File: config.mk
export PLATFORM = sky130hd
export DESIGN_NAME = abn_encoder
export DESIGN_NICKNAME = d
export VERILOG_FILES = /design/src/abn_pkg.sv /design/src/abn_encoder.sv
export SDC_FILE = /design/constraint.sdc
export NUM_CORES = 1
export LEC_CHECK = 0
export BUFFER_PORTS_ARGS = -buffer_cell sky130_fd_sc_hd__buf_2
export CAP_MARGIN = 20
export CORE_MARGIN = 5
export CORE_UTILIZATION = 30
export CTS_BUF_LIST = sky130_fd_sc_hd__clkbuf_4 sky130_fd_sc_hd__clkbuf_8
export CTS_CLUSTER_SIZE = 28
export DETAILED_ROUTE_END_ITERATION = 6
export HOLD_SLACK_MARGIN = 0.02
export MAX_ROUTING_LAYER = met4
export SLEW_MARGIN = 20
export SYNTH_ARGS = -nofsm -noshare
export SYNTH_HDL_FRONTEND = slang
export SYNTH_SLANG_ARGS = --single-unit
File: constraint.sdc
create_clock -name clk_i -period 7.2 [get_ports clk_i]
set_input_delay 0.72 -clock clk_i [delete_from_list [all_inputs] [get_ports clk_i]]
set_output_delay 0.72 -clock clk_i [all_outputs]
set_load 0.02 [all_outputs]
File: src/abn_pkg.sv
// abn_pkg: register map, field positions and reset values of the encoder block
// assumes a 32-bit AXI4-Lite register bus, one aligned word per register
package abn_pkg;
	localparam logic [7:0] ADDR_MODE    = 8'h00;
	localparam logic [7:0] ADDR_POS     = 8'h04;
	localparam logic [7:0] ADDR_CONST   = 8'h08;
	localparam logic [7:0] ADDR_STATUS  = 8'h0c;
	localparam logic [7:0] ADDR_LATCH   = 8'h10;
	localparam logic [7:0] ADDR_IRQ     = 8'h14;
	localparam int BIT_POL_A       = 0;
	localparam int BIT_POL_B       = 1;
	localparam int BIT_POL_N       = 2;
	localparam int BIT_IGNORE_AB   = 3;
	localparam int BIT_CLR_CONT    = 4;
	localparam int BIT_CLR_ONCE    = 5;
	localparam int BIT_POS_EDGE    = 6;
	localparam int BIT_NEG_EDGE    = 7;
	localparam int BIT_CLR_ENC     = 8;
	localparam int BIT_LATCH_XACT  = 9;
	localparam int BIT_DECIMAL     = 10;
	localparam int BIT_INV_A       = 11;
	localparam int BIT_INV_B       = 12;
	localparam int MODE_BITS       = 13;
	localparam logic [12:0] MODE_RESET  = 13'h0000;
	localparam logic [31:0] CONST_RESET = 32'h0001_0000;
	localparam logic [31:0] POS_RESET   = 32'h0000_0000;
	localparam logic [31:0] LATCH_RESET = 32'h0000_0000;
	localparam logic [15:0] DEC_BASE   = 16'h2710;
	localparam logic [1:0] RESP_OKAY   = 2'b00;
	localparam logic [1:0] RESP_SLVERR = 2'b10;
endpackage

File: src/abn_encoder.sv
// abn_encoder: quadrature decoder with scaled position, index clear/latch
// assumes A/B/N already synchronous to clk_i and an AXI4-Lite master
//
// Summary of operation
// - continuous index mode clears or latches on every valid index event.
// - single-shot mode acts on next valid index, then disables itself.
// - index events optionally qualified by A and B levels.
// - both polarity flags set: index accepted only while A and B high.
// - clear position on index only when clear flag and a mode set.
// - each A or B edge adds or subtracts the scaling constant.
// - scaling constant is signed 16.16 fixed point.
// - binary mode negative constant is whole-word two's complement.
// - decimal mode low half holds ten-thousandths 0 to 9999.
// - negated constant reverses the counting direction.
// - accumulated position is readable at any time.
// - selectable active level for A, B and index inputs.
// - status event flag set when index clears or latches position.
// - each accepted index event copies position into latch register.
// - latch register is zero after reset, changed only by index.
// - reading the status flag clears it, even against a new event.
// - index-latch event shown on interrupt output.
`timescale 1ns/1ps
`default_nettype none
module abn_encoder
(
	input  wire logic        clk_i,          // 250 MHz clock
	input  wire logic        reset_i,        // sync reset, active high
	input  wire logic        enc_a_i,        // encoder channel A
	input  wire logic        enc_b_i,        // encoder channel B
	input  wire logic        enc_n_i,        // encoder index
	output logic             event_irq_o,    // index event pending
	input  wire logic [7:0]  s_axi_awaddr,   // write address
	input  wire logic        s_axi_awvalid,  // write address valid
	output logic             s_axi_awready,  // write address ready
	input  wire logic [31:0] s_axi_wdata,    // write data
	input  wire logic [3:0]  s_axi_wstrb,    // byte enables
	input  wire logic        s_axi_wvalid,   // write data valid
	output logic             s_axi_wready,   // write data ready
	output logic [1:0]       s_axi_bresp,    // write response
	output logic             s_axi_bvalid,   // write response valid
	input  wire logic        s_axi_bready,   // write response ready
	input  wire logic [7:0]  s_axi_araddr,   // read address
	input  wire logic        s_axi_arvalid,  // read address valid
	output logic             s_axi_arready,  // read address ready
	output logic [31:0]      s_axi_rdata,    // read data
	output logic [1:0]       s_axi_rresp,    // read response
	output logic             s_axi_rvalid,   // read data valid
	input  wire logic        s_axi_rready    // read data ready
);
	logic [12:0] mode;
	logic [31:0] enc_const;
	logic [31:0] enc_pos;
	logic [31:0] enc_latch;
	logic        ev_flag;
	logic        irq_en;
	logic        armed_once;
	logic [2:0]  pin_q;
	logic [2:0]  pin_d;
	logic        n_prev;
	logic [1:0]  ab_prev;
	logic [2:0]  warm;
	logic        a_l;
	logic        b_l;
	logic        n_l;
	logic        ab_edge;
	logic        dir_up;
	logic        n_edge;
	logic        qual_ok;
	logic        idx_event;
	logic [31:0] step;
	logic [31:0] next_pos;
	logic [15:0] frac_sum;
	logic [15:0] frac_dif;
	logic [15:0] int_add;
	logic        aw_held;
	logic        w_held;
	logic [7:0]  aw_addr;
	logic [31:0] w_data;
	logic [3:0]  w_strb;
	logic        do_write;
	logic        rd_take;
	logic        rd_status;

	function automatic logic [31:0] merge(input logic [31:0] old_v,
		input logic [31:0] new_v, input logic [3:0] be);
		logic [31:0] r;
		r = old_v;
		for (int i = 0; i < 4; i++)
			if (be[i])
				r[8*i +: 8] = new_v[8*i +: 8];
		return r;
	endfunction

	always_ff @(posedge clk_i)
	begin
		if (reset_i)
		begin
			pin_q <= 3'h0;
			pin_d <= 3'h0;
			n_prev <= 1'b0;
			ab_prev <= 2'h0;
			warm <= 3'h0;
		end
		else
		begin
			pin_q <= {enc_n_i, enc_b_i, enc_a_i};
			pin_d <= pin_q;
			n_prev <= n_l;
			ab_prev <= pin_d[1:0];
			// no edges until the pipeline holds real pin levels
			warm <= {warm[1:0], 1'b1};
		end
	end

	assign a_l = pin_d[0] ^ mode[abn_pkg::BIT_INV_A];
	assign b_l = pin_d[1] ^ mode[abn_pkg::BIT_INV_B];
	assign n_l = pin_d[2] ^ ~mode[abn_pkg::BIT_POL_N];

	assign ab_edge = warm[2] & (pin_d[1:0] != ab_prev);
	assign dir_up = a_l ^ (ab_prev[1] ^ mode[abn_pkg::BIT_INV_B]);

	assign qual_ok = mode[abn_pkg::BIT_IGNORE_AB]
		| ((a_l == mode[abn_pkg::BIT_POL_A])
		&& (b_l == mode[abn_pkg::BIT_POL_B]));
	assign n_edge = (mode[abn_pkg::BIT_POS_EDGE] & n_l & ~n_prev)
		| (mode[abn_pkg::BIT_NEG_EDGE] & ~n_l & n_prev)
		| (~mode[abn_pkg::BIT_POS_EDGE] & ~mode[abn_pkg::BIT_NEG_EDGE]
		& n_l & ~n_prev);
	assign idx_event = warm[2] & n_edge & qual_ok
		& (mode[abn_pkg::BIT_CLR_CONT] | armed_once);

	always_comb
	begin
		step = enc_const;
		int_add = enc_const[31:16];
		frac_sum = 16'h0000;
		frac_dif = 16'h0000;
		next_pos = enc_pos;
		if (mode[abn_pkg::BIT_DECIMAL])
		begin
			if (dir_up)
			begin
				frac_sum = enc_pos[15:0] + enc_const[15:0];
				if (frac_sum >= abn_pkg::DEC_BASE)
				begin
					frac_sum = frac_sum - abn_pkg::DEC_BASE;
					int_add = enc_const[31:16] + 16'h0001;
				end
				next_pos = {enc_pos[31:16] + int_add, frac_sum};
			end
			else
			begin
				frac_dif = enc_pos[15:0] - enc_const[15:0];
				if (enc_pos[15:0] < enc_const[15:0])
				begin
					frac_dif = frac_dif + abn_pkg::DEC_BASE;
					int_add = enc_const[31:16] + 16'h0001;
				end
				next_pos = {enc_pos[31:16] - int_add, frac_dif};
			end
		end
		else if (dir_up)
			next_pos = enc_pos + step;
		else
			next_pos = enc_pos - step;
	end

	always_ff @(posedge clk_i)
	begin
		if (reset_i)
			enc_pos <= abn_pkg::POS_RESET;
		else if (do_write && aw_addr == abn_pkg::ADDR_POS)
			enc_pos <= merge(enc_pos, w_data, w_strb);
		else if (idx_event && mode[abn_pkg::BIT_CLR_ENC])
			enc_pos <= abn_pkg::POS_RESET;
		else if (ab_edge)
			enc_pos <= next_pos;
	end

	always_ff @(posedge clk_i)
	begin
		if (reset_i)
			enc_latch <= abn_pkg::LATCH_RESET;
		else if (idx_event)
			enc_latch <= enc_pos;
	end

	always_ff @(posedge clk_i)
	begin
		if (reset_i)
			armed_once <= 1'b0;
		else if (do_write && aw_addr == abn_pkg::ADDR_MODE && w_strb[0])
			armed_once <= w_data[abn_pkg::BIT_CLR_ONCE];
		else if (idx_event)
			armed_once <= 1'b0;
	end

	always_ff @(posedge clk_i)
	begin
		if (reset_i)
			ev_flag <= 1'b0;
		else if (rd_take && rd_status)
			ev_flag <= 1'b0;
		else if (idx_event)
			ev_flag <= 1'b1;
	end

	assign event_irq_o = ev_flag & irq_en;

	always_ff @(posedge clk_i)
	begin
		if (reset_i)
		begin
			mode <= abn_pkg::MODE_RESET;
			enc_const <= abn_pkg::CONST_RESET;
			irq_en <= 1'b1;
		end
		else if (do_write)
		begin
			if (aw_addr == abn_pkg::ADDR_MODE)
				mode <= 13'(merge({19'h0, mode}, w_data, w_strb));
			if (aw_addr == abn_pkg::ADDR_CONST)
				enc_const <= merge(enc_const, w_data, w_strb);
			if (aw_addr == abn_pkg::ADDR_IRQ && w_strb[0])
				irq_en <= w_data[0];
		end
	end

	// axi write channel
	assign s_axi_awready = ~aw_held & ~s_axi_bvalid;
	assign s_axi_wready = ~w_held & ~s_axi_bvalid;
	assign do_write = aw_held & w_held & ~s_axi_bvalid;
	always_ff @(posedge clk_i)
	begin
		if (reset_i)
		begin
			aw_held <= 1'b0;
			w_held <= 1'b0;
			aw_addr <= 8'h00;
			w_data <= 32'h0000_0000;
			w_strb <= 4'h0;
			s_axi_bvalid <= 1'b0;
			s_axi_bresp <= abn_pkg::RESP_OKAY;
		end
		else
		begin
			if (s_axi_awvalid && s_axi_awready)
			begin
				aw_held <= 1'b1;
				aw_addr <= s_axi_awaddr;
			end
			if (s_axi_wvalid && s_axi_wready)
			begin
				w_held <= 1'b1;
				w_data <= s_axi_wdata;
				w_strb <= s_axi_wstrb;
			end
			if (do_write)
			begin
				aw_held <= 1'b0;
				w_held <= 1'b0;
				s_axi_bvalid <= 1'b1;
				s_axi_bresp <= (aw_addr == abn_pkg::ADDR_MODE
					|| aw_addr == abn_pkg::ADDR_POS
					|| aw_addr == abn_pkg::ADDR_CONST
					|| aw_addr == abn_pkg::ADDR_IRQ)
					? abn_pkg::RESP_OKAY : abn_pkg::RESP_SLVERR;
			end
			else if (s_axi_bready)
				s_axi_bvalid <= 1'b0;
		end
	end

	// axi read channel
	assign s_axi_arready = ~s_axi_rvalid;
	assign rd_take = s_axi_arvalid & s_axi_arready;
	assign rd_status = s_axi_araddr == abn_pkg::ADDR_STATUS;
	always_ff @(posedge clk_i)
	begin
		if (reset_i)
		begin
			s_axi_rvalid <= 1'b0;
			s_axi_rdata <= 32'h0000_0000;
			s_axi_rresp <= abn_pkg::RESP_OKAY;
		end
		else if (rd_take)
		begin
			s_axi_rvalid <= 1'b1;
			s_axi_rresp <= abn_pkg::RESP_OKAY;
			unique case (s_axi_araddr)
				abn_pkg::ADDR_MODE:
					s_axi_rdata <= {19'h0, mode[12:6], armed_once,
						mode[4:0]};
				abn_pkg::ADDR_POS:    s_axi_rdata <= enc_pos;
				abn_pkg::ADDR_CONST:  s_axi_rdata <= enc_const;
				abn_pkg::ADDR_STATUS: s_axi_rdata <= {31'h0, ev_flag};
				abn_pkg::ADDR_LATCH:  s_axi_rdata <= enc_latch;
				abn_pkg::ADDR_IRQ:    s_axi_rdata <= {31'h0, irq_en};
				default:
				begin
					s_axi_rdata <= 32'h0000_0000;
					s_axi_rresp <= abn_pkg::RESP_SLVERR;
				end
			endcase
		end
		else if (s_axi_rready)
			s_axi_rvalid <= 1'b0;
	end
endmodule
`default_nettype wire

==> reports/results.ini, run 1 <==
[outcome]
run_status = complete, no violations

[critical_path]
reg2reg_slack_ns = 0.67
worst-path-max-fanout = 9
r2r-end = enc_pos[31]
cpLargestDelayFamily = compound AO/OA/AOI/OAI gates
worst-path-stages = 29
reg2reg_depth = 29
cp-endpoint = enc_pos[31]
cp-startpoint = enc_const[1]
critPathCaptureType = flop
cpMostUsedCell = ha_1
worst-endpoint-required_ns = 7.69
start_kind = flop
worstReg2RegStart = enc_const[1]
slowest_delay_ns = 0.49
worstSetupPathType = flop to flop
cp.buffers_inverters = 2
cpMaxStageDelayCell = a2111oi_2
worstPathArrival_ns = 7.03

[detailed_routing]
first_pass_iters = 7
wl_um = 46200
drtIter0Drc = 1248
ant_nets = 0
vias_per_cell = 5.39
vias = 14000
routedWlPerCell_um = 17.7
drcViolationCount = 0

[placed_design]
pre_cts_ws_ns = 0.595
gp_congestion = 0.899
dp.final_hpwl_um = 34900
dpl-instance-area_um2 = 15800
io_buffers = 101

[min_path]
hp-class = input pin to flop
holdPathStages = 2

[clock_tree]
htree_levels = 1
cts_tree = yes
cts_inserted_buffers = 29
cts_sinks = 205
clockBufferDepth = 3
cts-root-buf = clkbuf_8
clkLatencyLatePin_ns = 0.57
clkSlewWorstSetupHoldPaths_ns = 0.07

[synthesis]
syn_inst = 1889
syn-cell-area_um2 = 14800
async_flop_share = 0
seq_area_frac_synth = 0.277
ys_warn_count = 0
synth-edff-count = 0
synth_largest_area_cell = dfxtp_1
syn_avg_cell_area_um2 = 7.86
synthFlopType = dfxtp_1
synth_top_area_share = 0.277
synth_area_leaders = dfxtp_1 (28%), ha_1 (7.3%), nor2_1 (6.3%)
synth.distinct_cells = 98
ys_ff_latch = 205

[floorplanning]
num_rows = 81
die_area_um2 = 54000
initial_core_util = 0.303
core_um2 = 49000
io_pins = 104
die_h_um = 232
die_x_um = 232

[grt]
grt.busiest_layer = met2
use_met3 = 0.0168
grt_max_degree = 83
grt_pass1_wl_um = 73700
use_met2 = 0.266
gr-usage-met1 = 0.240
grt_pass1_vias = 13500
grt_overflow = 0
grtUsageTotal = 0.170
grt_antenna_before_repair = 1

[final_layout]
syn_to_final_growth_pct = 10.8
fin_nets = 2076
final_area_um2 = 16400
drive_above_1_share = 0.115
fill_cells = 5251

[timing]
fin_ws_ns = 0.666
tightest_slew_ns = 1.02
fin_skew_ns = 0.0205
fin_crit_sh = 0.907
slew_violations = 0
tns_ns = 0
min_period_ns = 6.53
finalHoldViolations = 0
rsz0062_at_grt = no
fmax_mhz = 153
slew_headroom = 0.322
finalSetupViolCount = 0

[flow_run]
cap_violations = 0

[power]
p_leak_uw = 0.00711
ir_worst_vdd_v = 0.000162
p_per_area_nw_per_um2 = 180

==> logic make-up (layout without fill, tap and decap cells) <==
group,after synthesis,after routing,share of synthesized area
compound gates,506,506,0.229
flops,205,205,0.277
mux,98,98,0.0671
fa+ha+maj,90,90,0.0779
simple gates,670,670,0.209
other cells,1,3,0.000253
buf+inv,176,227,0.0560
xor+xnor,143,143,0.0844
==> layer usage <==
layer / part of all wire / up-vias
met3: 0.070 / 59
met4: 0.017 / 0
met1: 0.47 / 6658
li1: - / 6833
met2: 0.44 / 486
met5: 0 / -
==> flip-flops by register name (all words and copies together) (netlist names), 2 cells and up <==
signal and count:
w_strb 4, ab_prev 2, enc_latch 32, mode 12
warm 3, pin_d 3, aw_addr 8, enc_pos 32
enc_const 32, s_axi_rdata 32, pin_q 3, w_data 32
==> how the worst min path moves through the flow <==
stage / startpoint / endpoint / slack [ns]
after floorplan: pin_q[0] / pin_d[0] / 0.41
after global placement: pin_q[2] / pin_d[2] / 0.42
after detailed placement: warm[1] / warm[2] / 0.43
after CTS: s_axi_rready / s_axi_rvalid / 0.31
after global routing: s_axi_rready / s_axi_rvalid / 0.33
final: s_axi_rready / s_axi_rvalid / 0.34
==> what timing repair did <==
item,4_1_cts,5_1_grt
setup buffers,0,0
setup endpoints to repair,0,1
resized for setup,0,1
hold buffers,0,0
==> cells in the mapped netlist, drive strengths merged (7+ instances only) <==
cell type,n
nand2b,15
o21bai,9
o22ai,8
nand2,184
inv,60
a221oi,12
a222oi,34
nor3b,7
nand4,11
a22oi,13
mux2,12
xor2,43
a31oi,16
nand3,34
a21oi,185
clkbuf,96
nor2,251
o21ai,89
or2,7
o211ai,18
xnor2,100
o21a,14
and2,11
a2111oi,7
dfxtp,205
a211oi,18
nor4,13
and3,23
nor2b,31
mux2i,86
or3,14
ha,86
buf,18
a21o,17
nor3,45
o31ai,7
==> cells in the final DEF (no fill, tap or decap), drive strengths merged, types with 42 or more instances in the layout <==
cell and instances:
mux2i 86, clkbuf 42, ha 86, a21oi 185, xnor2 100, o21ai 89, buf 119, nor2 251
nor3 45, nand2 184, dfxtp 205, xor2 43, inv 60
==> through the flow <==
stage / util / instances / total power (uW) / hold WS [ns]
global placement: 0.322 / 2557 / 1900 / 0.419
CTS: 0.336 / 2605 / 2980 / 0.315
finish: 0.336 / 2606 / 2960 / 0.336
global route: 0.336 / 2606 / 3110 / 0.334
floorplan: - / 1890 / 1730 / 0.414
detailed placement: 0.322 / 2557 / 1910 / 0.432
==> power breakdown <==
part	total (uW)	internal (uW)	switching [uW]
clock	1060	621	443
sequential	1210	1170	46.0
combinational	684	271	413
==> cell type report <==
cell class / instances / area [um2] / area share
Multi-Input combinational cell: 1509 / 9960 / 0.606
Timing Repair Buffer: 119 / 647 / 0.0394
Tap cell: 664 / 831 / 0.0505
Sequential cell: 205 / 4100 / 0.250
Antenna cell: 1 / 2.50 / 0.000152
Clock inverter: 6 / 130 / 0.00792
Inverter: 60 / 225 / 0.0137
Clock buffer: 42 / 541 / 0.0329
Power figures use the tool's default switching activity.
==> run 2: changes to the inputs <==
CORE_UTILIZATION = 60   (was 30)
PLACE_DENSITY = 0.79   (was not set)
==> run 2 against run 1 <==
Wire length shrank 3.5%. Clock skew is essentially flat. Sequential share of layout area grew 0.48 points.
==> reports/results.ini, run 2 (synthesis results as in run 1) <==
[outcome]
run_status = complete, no violations

[floorplanning]
core_um2 = 24300
initial_core_util = 0.610
num_rows = 57
io_pins = 104
die_x_um = 167
die_area_um2 = 28000
die_h_um = 167

[timing]
whs_ns = 0.409
fmax_mhz = 151
slew_headroom = 0.355
fin_skew_ns = 0.0210
finalSetupViolCount = 0
tns_ns = 0
fin_crit_sh = 0.917
slew_violations = 0
min_period_ns = 6.60
rsz0062_at_grt = no
finalHoldViolations = 0
tightest_slew_ns = 0.966

[clock_tree]
clkSlewWorstSetupHoldPaths_ns = 0.07
clkLatencyLatePin_ns = 0.51
htree_levels = 2
cts.repair.resized = 0
hold_buffers = 0
clockBufferDepth = 3
cts_sinks = 205
cts-root-buf = clkbuf_8
cts_tree = yes
cts_inserted_buffers = 34
cts_setup_buffers = 0

[detailed_routing]
first_pass_iters = 6
routedWlPerCell_um = 19.6
drcViolationCount = 0
vias = 14400
ant_nets = 0
wl_um = 44600
drtIter0Drc = 1788
vias_per_cell = 6.30

[critical_path]
critPathCaptureType = flop
worst-endpoint-required_ns = 7.62
worstSetupPathType = flop to flop
cpMostUsedCell = ha_1
worst-path-max-fanout = 9
start_kind = flop
worstPathArrival_ns = 7.03
cpMaxStageDelayCell = a211oi_4
slowest_delay_ns = 0.48

[power]
seqPwrFrac = 0.392
switching_share = 0.304
p_leak_uw = 0.00718
p_per_area_nw_per_um2 = 193
switchingPower_uw = 946
power_frac_clock = 0.387
ir_worst_vdd_v = 0.000196
combPwrFrac = 0.221
p_int_uw = 2160

[placed_design]
gp_congestion = 0.982
dp.final_hpwl_um = 32900
dp_cells = 2217
io_buffers = 101

[final_layout]
final_core_util = 0.663
fin_nets = 2081
drive_above_1_share = 0.122
fin_cells = 2279
layout_common_cells = nor2_1 (248), dfxtp_1 (205), a21oi_1 (184)
final_common_cell = nor2_1
syn_to_final_growth_pct = 8.69
n_antenna_cell = 0
fill_cells = 2061

[grt]
grt_overflow = 0
grt_max_degree = 77
grtUsageTotal = 0.312
grt_pass1_wl_um = 70800
grt_antenna_before_repair = 0
grt_pass1_vias = 13300

[min_path]
hp-class = input pin to flop

[flow_run]
cap_violations = 0

-- run 2: cell types whose count changed in the layout (fill, tap and decap cells not counted), moves of 2 or more --
cell,previous run,this run
inv_6,0,2
clkbuf_8,36,45
nor2_4,2,0
nor2_2,1,3
clkbuf_4,6,10
-- run 2: path summary, 6_finish.rpt --
path / start / end / slack [ns] / cells past startpoint
worst max-delay path: enc_const[1] / enc_pos[31] / 0.60 / 29
worst min-delay path: s_axi_rready / s_axi_rvalid / 0.41 / 2
worst max register to register: enc_const[1] / enc_pos[31] / 0.60 / 29
worst min register to register: pin_q[1] / pin_d[1] / 0.43 / 1
-- run 2: layout make-up --
type	instances	area, um2	area share
Clock inverter	7	120	0.00745
Tap cell	324	405	0.0251
Inverter	60	225	0.0140
Multi-Input combinational cell	1509	9930	0.616
Sequential cell	205	4100	0.254
Clock buffer	55	694	0.0431
Timing Repair Buffer	119	647	0.0401
-- run 2: per-layer routing --
metal,global-route usage,routed length (um),vias to the layer above
li1,-,-,6868
met1,0.473,20700,6667
met2,0.428,17900,751
met3,0.0585,5170,72
met4,0.0745,808,0
met5,-,0,-
-- run 2: per-stage QoR --
stage / total power (uW) / area [um2] / worst slack, ns
2_1_floorplan: 1730 / 14800 / 1.34
3_3_place_gp: 1890 / 15300 / 0.906
3_5_place_dp: 1900 / 15300 / 0.701
4_1_cts: 3090 / 16100 / 0.633
5_1_grt: 3240 / 16100 / 0.0140
6_report: 3110 / 16100 / 0.598
-- run 2: worst max-delay path, delay by kind of cell, from the launching register on --
kind,cells,cell delay [ns]
AO/OA/AOI/OAI,12,2.96
AND/OR/NAND/NOR,8,1.16
adder cells (fa/ha/maj),3,0.90
XOR/XNOR,4,0.73
flip-flops,1,0.46
buffers and inverters,2,0.27
-- run 2: power by group through the flow --
stage | Combinational [uW] | Sequential, uW | Clock, uW
6_report | 688 | 1220 | 1200
5_1_grt | 751 | 1220 | 1270
4_1_cts | 671 | 1210 | 1210
3_5_place_dp | 663 | 1240 | 0
3_3_place_gp | 655 | 1240 | 0
2_1_floorplan | 508 | 1220 | 0
==> run 3: changes to the inputs <==
CORE_UTILIZATION = 46   (was 60)
PLACE_DENSITY = not set   (was 0.79)
==> run 3 against run 2 <==
Maximum frequency grew 2.4%. Flip-flop and latch count stayed put. First-iteration DRC count is 8.6% lower. The run now ends with design-rule violations left. Largest cell class unchanged. Design area rose by 0.85%. Clock skew rose by 0.0085 ns. Sequential power about the same. Total power shrank 0.29%. Clock power about the same. Worst hold slack worse by 0.032 ns.
==> reports/results.ini, run 3 (synthesis results as in run 1) <==
[outcome]
run_status = finished, violations left
violations = design-rule violations

[timing]
fin_skew_ns = 0.0295
tightest_slew_ns = 1.06
rsz0062_at_grt = no
slew_violations = 0
finalSetupViolCount = 0
min_period_ns = 6.45
slew_headroom = 0.295
fin_crit_sh = 0.896
whs_ns = 0.377
finalHoldViolations = 0
fmax_mhz = 155
tns_ns = 0

[final_layout]
layout_common_cells = nor2_1 (248), dfxtp_1 (205), nand2_1 (184), a21oi_1 (184), buf_2 (100)
fill_cells = 3150
final_common_cell = nor2_1
syn_to_final_growth_pct = 9.62
drive_above_1_share = 0.123
multiInputGateArea_um2 = 9950
fin_nets = 2085
seq_area_um2 = 4100
n_antenna_cell = 0
fin_cells = 2361

[clock_tree]
cts_tree = yes
cts.repair.resized = 0
clkSlewWorstSetupHoldPaths_ns = 0.06
hold_buffers = 0
cts_sinks = 205
htree_levels = 2
clkLatencyLatePin_ns = 0.54
cts_setup_buffers = 0
cts_inserted_buffers = 35
clockBufferDepth = 3
cts-root-buf = clkbuf_8

[critical_path]
cpMostUsedCell = ha_1
worst-path-max-fanout = 9
worstPathArrival_ns = 6.88
reg2reg_slack_ns = 0.75
r2r-end = enc_pos[31]
start_kind = flop
reg2reg_depth = 29
cpMaxStageDelayCell = dfxtp_1
worstSetupPathType = flop to flop
critPathCaptureType = flop
worst-endpoint-required_ns = 7.63
slowest_delay_ns = 0.46
worstReg2RegStart = enc_const[1]

[min_path]
min_from = s_axi_rready
min_to = s_axi_rvalid
hp-class = input pin to flop
holdPathStages = 2

[detailed_routing]
ant_nets = 0
vias_per_cell = 5.99
drcViolationCount = 2
drtIter0Drc = 1634
routedWlPerCell_um = 19.7
wl_um = 46500
vias = 14100
first_pass_iters = 7

[floorplanning]
die_x_um = 190
die_area_um2 = 36000
die_h_um = 190
core_um2 = 31700
num_rows = 65
io_pins = 104
initial_core_util = 0.468

[placed_design]
dp_cells = 2296
dp.final_hpwl_um = 34600
io_buffers = 101
gp_congestion = 0.946

[grt]
grt_max_degree = 97
grtUsageTotal = 0.257
grt_antenna_before_repair = 0
grt_pass1_wl_um = 73700
grt_pass1_vias = 13200
grt_overflow = 0

[flow_run]
cap_violations = 0

[power]
p_per_area_nw_per_um2 = 191
ir_worst_vdd_v = 0.000158
p_leak_uw = 0.00720

[run 3: cell types whose count changed in the layout (fill, tap and decap cells not counted), sizes merged]
cell	before	now
buf	119	122
bufinv	3	1
inv	62	61
clkbuf	55	59
[run 3: worst max-delay path by stage]
| stage | end | from | cells after the start | slack, ns |
|---|---|---|---|---|
| after global placement | enc_pos[31] | enc_const[1] | 29 | 0.81 |
| after detailed placement | enc_pos[31] | enc_const[1] | 29 | 0.58 |
| after global routing | enc_pos[31] | enc_const[1] | 29 | 0.08 |
| final | enc_pos[31] | enc_const[1] | 29 | 0.75 |
| after floorplan | enc_pos[31] | enc_const[1] | 29 | 1.34 |
| after CTS | enc_pos[31] | enc_const[1] | 29 | 0.52 |
[run 3: metrics by stage]
step / util / area, um2 / total power (uW) / setup slack (ns)
detailed placement: 0.487 / 15400 / 1920 / 0.583
floorplan: - / 14800 / 1730 / 1.34
global placement: 0.487 / 15400 / 1910 / 0.813
CTS: 0.512 / 16300 / 3100 / 0.522
global route: 0.513 / 16300 / 3240 / 0.0766
finish: 0.513 / 16300 / 3100 / 0.752
[run 3: final cells by class]
cell class | count | area share
clock buffer | 59 | 0.0461
clock inverter | 4 | 0.00400
inverter | 60 | 0.0138
multi-input combinational | 1509 | 0.612
sequential | 205 | 0.252
tap | 402 | 0.0309
timing repair buffer | 122 | 0.0412
[run 3: worst max-delay path: cells and delay by family (launching register included)]
family / cells / cell delay [ns]
adder cells (fa/ha/maj): 3 / 0.89
XOR/XNOR: 4 / 0.74
AO/OA/AOI/OAI: 12 / 2.84
flip-flops: 1 / 0.46
AND/OR/NAND/NOR: 8 / 1.10
buffers and inverters: 2 / 0.28
[run 3: report_power, final]
part | leakage (uW) | internal (uW) | switching, uW
logic | 0.00511 | 273 | 421
clock network | 0.000426 | 697 | 489
registers | 0.00166 | 1170 | 51.8
total | 0.00720 | 2140 | 962
[run 3: layer usage]
layer / vias up / GRT usage / routed length (um)
li1: 6839 / - / -
met1: 6665 / 0.405 / 23500
met2: 589 / 0.344 / 18400
met3: 54 / 0.0365 / 3980
met4: 0 / 0.0515 / 660
met5: - / - / 0
